--- src/core/otp_lock_pkg.sv ---
// constants, opcodes and carrier types for the otp lock control block
package otp_lock_pkg;
  // instruction opcodes
  localparam logic [7:0] OP_OTP_ENTER   = 8'hB1;
  localparam logic [7:0] OP_OTP_EXIT    = 8'hC1;
  localparam logic [7:0] OP_LOCK_READ   = 8'h2B;
  localparam logic [7:0] OP_LOCK_WRITE  = 8'h2F;
  // frame bit counts
  localparam logic [4:0] BITS_OPCODE    = 5'h08;
  localparam logic [4:0] BITS_LOCK_WR   = 5'h10;
  localparam logic [4:0] BITS_MAX       = 5'h1F;
  localparam logic [4:0] STEP_SINGLE    = 5'h01;
  localparam logic [4:0] STEP_QUAD      = 5'h04;
  // lock-status register layout
  localparam int         FACTORY_BIT    = 0;
  localparam int         CUST_LOCK_BIT  = 1;
  localparam logic [5:0] RESERVED_READ  = 6'h00;
  // otp address map
  localparam logic [23:0] OTP_SERIAL_LAST = 24'h00_000F;
  localparam logic [23:0] OTP_AREA_LAST   = 24'h00_01FF;

  // serial lines as sampled on each shift clock
  typedef struct packed {
    logic       cs_n;
    logic       strobe;
    logic [3:0] data;
  } serial_in_s;

  // permissions handed to the general read/program machinery
  typedef struct packed {
    logic otp_mode;
    logic array_write_block;
    logic status_write_block;
    logic otp_program_allow;
  } gate_s;

  typedef enum logic [1:0] {
    ST_OPCODE,
    ST_LOCK_READ,
    ST_LOCK_WRITE,
    ST_OTHER
  } frame_e;
endpackage : otp_lock_pkg

--- src/core/otp_lock_control.sv ---
// otp mode and lock-status control at the instruction level
`timescale 1ns/1ps
`default_nettype none
// Behaviour
// - enter opcode switches the device into otp access mode.
// - exit opcode returns the device to main array addressing.
// - in otp mode ordinary reads and page programs target the otp area.
// - in otp mode status writes and lock-status writes are refused.
// - once locked by factory or customer, otp programs and erases are ignored.
// - in otp mode every main array write or erase is blocked.
// - lock-status read works any time and repeats while chip select low.
// - bit 0 is a read-only factory lock indicator.
// - lock-status write needs no prior write enable.
// - lock-status write may set customer lock bit 1, then it is permanent.
// - lock-status write executes only when chip select rises after exactly 16 bits (opcode plus one data byte).
// - otp area is serial field 000000-00000F and user region up to 0001FF.
module otp_lock_control (
  // clock and reset
  input  wire logic                      clock_in,
  input  wire logic                      nrst_in,
  // serial instruction stream
  input  wire otp_lock_pkg::serial_in_s  serial_in,
  input  wire logic                      quad_instruction_mode_in,
  // non-volatile lock bits as stored
  input  wire logic                      factory_lock_nv_in,
  input  wire logic                      customer_lock_nv_in,
  // address from the general machinery
  input  wire logic [23:0]               addr_in,
  // serial output
  output logic [3:0]                     sdo_out,
  output logic                           sdo_oe_out,
  // gating and status
  output otp_lock_pkg::gate_s            gate_out,
  output logic                           otp_addr_valid_out,
  output logic                           otp_serial_field_out,
  output logic [7:0]                     otp_lock_status_out,
  output logic                           customer_lock_write_out
);

  otp_lock_pkg::frame_e state_q, state_d;
  logic [4:0] cnt_q, cnt_d;
  logic [7:0] shift_q, shift_d;
  logic [7:0] rd_q, rd_d;
  logic [3:0] sdo_q, sdo_d;
  logic       oe_q, oe_d;
  logic       otp_mode_q, otp_mode_d;
  logic       customer_lock_bit_q, customer_lock_bit_d;
  logic       factory_q, factory_d;
  // marks the first edge after reset, when the stored bits are fetched
  logic       loaded_q;
  logic       nv_write_q, nv_write_d;
  logic       addr_valid_q, addr_valid_d;
  logic       serial_field_q, serial_field_d;

  logic [4:0] step;
  logic [4:0] cnt_next;
  logic [7:0] shift_next;
  logic [7:0] lock_status;
  logic       locked;

  assign step        = quad_instruction_mode_in ? otp_lock_pkg::STEP_QUAD
                                                : otp_lock_pkg::STEP_SINGLE;
  // saturate so an overlong frame can never wrap back onto the boundary count
  assign cnt_next    = (cnt_q > otp_lock_pkg::BITS_MAX - step) ? otp_lock_pkg::BITS_MAX
                                                               : cnt_q + step;
  assign shift_next  = quad_instruction_mode_in ? {shift_q[3:0], serial_in.data}
                                                : {shift_q[6:0], serial_in.data[0]};
  // reserved bits read back as zero so the host mask is harmless
  assign lock_status = {otp_lock_pkg::RESERVED_READ, customer_lock_bit_q, factory_q};
  // factory lock blocks programming as firmly as the customer lock
  assign locked      = factory_q | customer_lock_bit_q;

  always_comb begin
    state_d             = state_q;
    cnt_d               = cnt_q;
    shift_d             = shift_q;
    rd_d                = rd_q;
    sdo_d               = sdo_q;
    oe_d                = oe_q;
    otp_mode_d          = otp_mode_q;
    customer_lock_bit_d = customer_lock_bit_q;
    nv_write_d          = 1'b0;
    if (serial_in.cs_n) begin
      // end of frame: a pending lock write executes only on an exact boundary
      // extra bytes push the count past 16 and then saturate it, so they miss the boundary too
      // byte boundary check
      if (state_q == otp_lock_pkg::ST_LOCK_WRITE && cnt_q == otp_lock_pkg::BITS_LOCK_WR
          && !otp_mode_q
          && !customer_lock_bit_q
          && shift_q[otp_lock_pkg::CUST_LOCK_BIT]) begin
        customer_lock_bit_d = 1'b1;
        // the pulse asks the non-volatile store to program bit 1
        nv_write_d          = 1'b1;
      end
      state_d = otp_lock_pkg::ST_OPCODE;
      cnt_d   = '0;
      // output stops on the edge after deselect
      oe_d    = 1'b0;
    end else if (serial_in.strobe) begin
      cnt_d   = cnt_next;
      shift_d = shift_next;
      unique case (state_q)
        otp_lock_pkg::ST_OPCODE: begin
          if (cnt_next == otp_lock_pkg::BITS_OPCODE) begin
            unique case (shift_next)
              otp_lock_pkg::OP_OTP_ENTER: begin
                otp_mode_d = 1'b1;
                state_d    = otp_lock_pkg::ST_OTHER;
              end
              otp_lock_pkg::OP_OTP_EXIT: begin
                otp_mode_d = 1'b0;
                state_d    = otp_lock_pkg::ST_OTHER;
              end
              otp_lock_pkg::OP_LOCK_READ: begin
                // snapshot at decode so each byte reads coherently
                rd_d    = lock_status;
                state_d = otp_lock_pkg::ST_LOCK_READ;
              end
              otp_lock_pkg::OP_LOCK_WRITE: state_d = otp_lock_pkg::ST_LOCK_WRITE;
              // unknown opcodes are left to the general machinery
              default:                     state_d = otp_lock_pkg::ST_OTHER;
            endcase
          end else if (cnt_next > otp_lock_pkg::BITS_OPCODE) begin
            // a count past the opcode without decode means a stray frame
            state_d = otp_lock_pkg::ST_OTHER;
          end
        end
        otp_lock_pkg::ST_LOCK_READ: begin
          oe_d = 1'b1;
          if (quad_instruction_mode_in) begin
            // quad output alternates high and low nibble of the snapshot
            sdo_d = rd_q[7:4];
            rd_d  = (rd_q[3:0] == 4'h0 && rd_q[7:4] == 4'h0) ? lock_status
                                                             : {rd_q[3:0], rd_q[7:4]};
          end else begin
            // rotate so the byte repeats while chip select stays low
            sdo_d = {3'b000, rd_q[7]};
            rd_d  = {rd_q[6:0], rd_q[7]};
          end
        end
        otp_lock_pkg::ST_LOCK_WRITE, otp_lock_pkg::ST_OTHER: ;
      endcase
    end
    // the first edge after reset fetches the stored lock instead of any command
    if (!loaded_q) begin
      customer_lock_bit_d = customer_lock_nv_in;
    end
  end

  // strap-like nv bits are captured by a clocked load after reset release
  always_comb begin
    factory_d      = factory_q;
    // flags are registered, so they lag addr_in by one cycle
    // otp address ranges
    addr_valid_d   = addr_in <= otp_lock_pkg::OTP_AREA_LAST;
    serial_field_d = addr_in <= otp_lock_pkg::OTP_SERIAL_LAST;
    if (!loaded_q) begin
      factory_d = factory_lock_nv_in;
    end
  end

  always_ff @(posedge clock_in or negedge nrst_in) begin
    if (!nrst_in) begin
      state_q             <= otp_lock_pkg::ST_OPCODE;
      cnt_q               <= '0;
      shift_q             <= '0;
      rd_q                <= '0;
      sdo_q               <= '0;
      oe_q                <= 1'b0;
      otp_mode_q          <= 1'b0;
      customer_lock_bit_q <= 1'b0;
      factory_q           <= 1'b0;
      loaded_q            <= 1'b0;
      nv_write_q          <= 1'b0;
      addr_valid_q        <= 1'b0;
      serial_field_q      <= 1'b0;
    end else begin
      state_q             <= state_d;
      cnt_q               <= cnt_d;
      shift_q             <= shift_d;
      rd_q                <= rd_d;
      sdo_q               <= sdo_d;
      oe_q                <= oe_d;
      otp_mode_q          <= otp_mode_d;
      // factory bit never written by instructions
      factory_q           <= factory_d;
      loaded_q            <= 1'b1;
      nv_write_q          <= nv_write_d;
      addr_valid_q        <= addr_valid_d;
      serial_field_q      <= serial_field_d;
      customer_lock_bit_q <= customer_lock_bit_d;
    end
  end

  assign sdo_out                      = sdo_q;
  assign sdo_oe_out                   = oe_q;
  // the general machinery obeys these levels; only the lock-status write is vetoed here itself
  always_comb begin
    gate_out.otp_mode           = otp_mode_q;
    gate_out.array_write_block  = otp_mode_q;
    gate_out.status_write_block = otp_mode_q;
    gate_out.otp_program_allow  = otp_mode_q & ~locked;
  end
  assign otp_addr_valid_out           = addr_valid_q;
  assign otp_serial_field_out         = serial_field_q;
  assign otp_lock_status_out          = lock_status;
  assign customer_lock_write_out      = nv_write_q;

endmodule : otp_lock_control
`default_nettype wire

--- config.mk ---
export PLATFORM = sky130hd
export DESIGN_NAME = otp_lock_control
export DESIGN_NICKNAME = d
export VERILOG_FILES = /design/src/core/otp_lock_pkg.sv /design/src/core/otp_lock_control.sv
export SDC_FILE = /design/constraint.sdc
export NUM_CORES = 1
export LEC_CHECK = 0
export ABC_AREA = 1
export BUFFER_PORTS_ARGS = -buffer_cell sky130_fd_sc_hd__clkbuf_2
export CORE_ASPECT_RATIO = 0.75
export CORE_MARGIN = 4
export CORE_UTILIZATION = 29
export CTS_BUF_LIST = sky130_fd_sc_hd__clkbuf_2 sky130_fd_sc_hd__clkbuf_4 sky130_fd_sc_hd__clkbuf_8
export DETAILED_ROUTE_END_ITERATION = 8
export SETUP_SLACK_MARGIN = 0.2
export SYNTH_ARGS = -nofsm -noshare
export SYNTH_HDL_FRONTEND = slang
export SYNTH_SLANG_ARGS = --single-unit
--- constraint.sdc ---
create_clock -name clock_in -period 2.2 [get_ports clock_in]
set_input_delay 0.44 -clock clock_in [delete_from_list [all_inputs] [get_ports clock_in]]
set_output_delay 0.44 -clock clock_in [all_outputs]
set_load 0.01 [all_outputs]
==> out/metrics.cfg <==
[place]
place_inst = 414
post-dp-hpwl_mm = 3.89
io_buffers = 44
place_congestion = 0.860
placed_area_sq_mm = 0.00235

[yosys]
yosys-top-cells-area = dfrtp_1 (42%), nand2_1 (17%), inv_1 (5.9%)
yosysUniqueCellTypes = 27
synth_top_area_share_pct = 41.9
synth_edf_count = 0
synth-seq-area-share_pct = 41.9
synth.largest_area_cell = dfrtp_1
syn_inst = 285
avgSynthCellArea_sq_um = 7.12
synth_flop_cell = dfrtp_1
ys_ff_latch = 34
async_flop_share_pct = 100
ys_warn_count = 0
netlist_area_sq_mm = 0.00203

[floorplanning]
die_area_sq_mm = 0.00841
start_util_pct = 29.8
fp-row-count = 26
io_pins = 55
die_x_um = 105
core_area_sq_mm = 0.00680
fp.dieH_um = 80.4

[clocking]
max-clock-path-buffers = 2
clkTransAtPathRegs_ns = 0.08
tritoncts = built
cts_inserted_buffers = 5
hold_buffers = 0
cts-root-buf = clkbuf_8
clk_latency_ns = 0.29
cts.sinks = 34
cts_htree_levels = 2

[critical_path]
cp-start-kind = register
cp.required_ns = 2.38
cp.arrival_ns = 2.05
worst_setup_path_end_kind = register
cp_cell_sequence = ha_4 -> nand3_1 -> nand2_1 -> inv_1 -> nand2_2 -> nand2_2 -> nor2_2 -> nand3_2 -> nand2_4 -> nand2_4 -> nand2_1 -> nand2_1
cp_max_fo = 8
path_class = reg2reg
cp_top_family = simple AND/OR/NAND/NOR gates
cp.buffers_inverters = 1
slowest_delay_ns = 0.43
path_common_cell = nand2_1
crit_slowest_cell = dfrtp_1

[run_status]
status = finished clean

[pwr]
vdd_ir_drop_max_uv = 332
finalPower_mw = 1.69
powerDensity_mw_per_mm2 = 667
power_leakage_nw = 1.37

[global_route]
met3_usage_pct = 3.78
grt_first_pass_wirelength_mm = 8.54
grt_pass1_vias = 1839
grt_max_degree = 35
grt_use_met2_pct = 18.2
use_met1_pct = 18.2
grt_usage_pct = 12.6
grt.busiest_layer = met1
overflow = 0
antenna_found_initial = 0

[sta]
min_period_ns = 1.86
setup-violations-final = 0
report.final.slew_viol_count = 0
maxSlewHeadroom_pct = 66.5
holdWs_ns = 0.171
max_clock_freq_ghz = 0.537
hold_viol_final = 0
setup_tns_ns = 0
tightest_slew_ns = 0.497
period_share_pct = 84.7
finalClockSkew_ns = 0.00895
rsz0062_at_grt = yes

[finish]
finalNonFillerCells = 424
regArea_sq_um = 851
layout.nets = 378
fin_area_sq_mm = 0.00253
fill_cells = 695
final_cell_mix = nand2_1 (89), clkbuf_2 (43), dfrtp_1 (34), inv_1 (32)
layout_commonest_cell = nand2_1
drive_above_1_share_pct = 22.9
area_delta_synth_final_pct = 24.8
multi_input_area_sq_mm = 0.00101
antenna_cells = 0

[route]
dr.pass1.iters = 4
drt_wl_total_mm = 5.11
ant_nets = 0
vias = 1992
viasPerCell = 4.70
drt_iter0_markers = 91
drt-wirelength-per-cell_um = 12.1
drc = 0

[run]
drv_cap = 0

[hold_path]
hold_class = in2async

## flip-flops by register name (all words and copies together), names as in the netlist, 2 cells and up
register / count
rd_q: 8
state_q: 2
cnt_q: 5
shift_q: 7
sdo_out: 4
## repair_timing
action,4_1_cts,5_1_grt
setup buffers,0,1
setup endpoints to repair,0,10
resized for setup,0,9
## power breakdown
group	switching (mW)	total, mW	leakage, nW	internal (mW)
registers	0.0304	0.698	0.448	0.668
logic	0.177	0.286	0.850	0.109
clock network	0.251	0.706	0.0683	0.454
## per-layer routing
metal	wire [um]	up-vias
met5	0	-
met4	38	0
met3	501	5
met2	2010	93
met1	2560	891
li1	-	1003
## kinds of logic (layout without fill, tap and decap cells)
| family | after synthesis | after routing | synth area share [%] |
|---|---|---|---|
| adder cells (fa/ha/maj) | 4 | 4 | 2.47 |
| XOR/XNOR | 1 | 1 | 0.432 |
| multiplexers | 1 | 1 | 0.555 |
| AND/OR/NAND/NOR | 158 | 159 | 33.7 |
| other | 2 | 7 | 0.370 |
| flip-flops | 34 | 34 | 41.9 |
| buffers and inverters | 48 | 97 | 11.3 |
| AO/OA/AOI/OAI | 37 | 37 | 9.31 |
## synthesized netlist by cell type, types with 4 or more instances
cell type   n
nand2_1    91
dfrtp_1    34
inv_1      32
nor2_1     25
nand3_1    23
o21ai_0    23
buf_4      11
a21oi_1    10
nor3_1      6
nor4_1      5
ha_1        4
## area by class of cell
type                       instances  share of cell area (%)
multi-input combinational        209                    39.9
timing repair buffer              55                    12.0
tap                               84                    4.15
inverter                          34                    5.04
clock buffer                       5                    2.72
sequential                        34                    33.6
clock inverter                     3                    2.72
## path summary, 6_finish.rpt
| check | cells after the start | from | endpoint | slack [ns] |
|---|---|---|---|---|
| max in group asynchronous | 2 | nrst_in | otp_addr_valid_out | 1.71 |
| worst max-delay path | 12 | cnt_q[2] | rd_q[1] | 0.34 |
| min in group clock_in | 2 | factory_lock_nv_in | factory_q | 0.38 |
| worst min-delay path | 2 | nrst_in | sdo_out[3] | 0.17 |
| worst min register to register | 2 | shift_q[6] | shift_q[6] | 0.48 |
| worst max register to register | 12 | cnt_q[2] | rd_q[1] | 0.34 |
## through the flow
| stage | utilization [%] | setup WS, ns |
|---|---|---|
| floorplan | - | 0.277 |
| global placement | 34.5 | 0.0595 |
| detailed placement | 34.5 | 0.0414 |
| CTS | 36.5 | 0.220 |
| global route | 37.3 | 0.190 |
| finish | 37.3 | 0.336 |
Note: power is estimated with default switching activity, not from simulation.
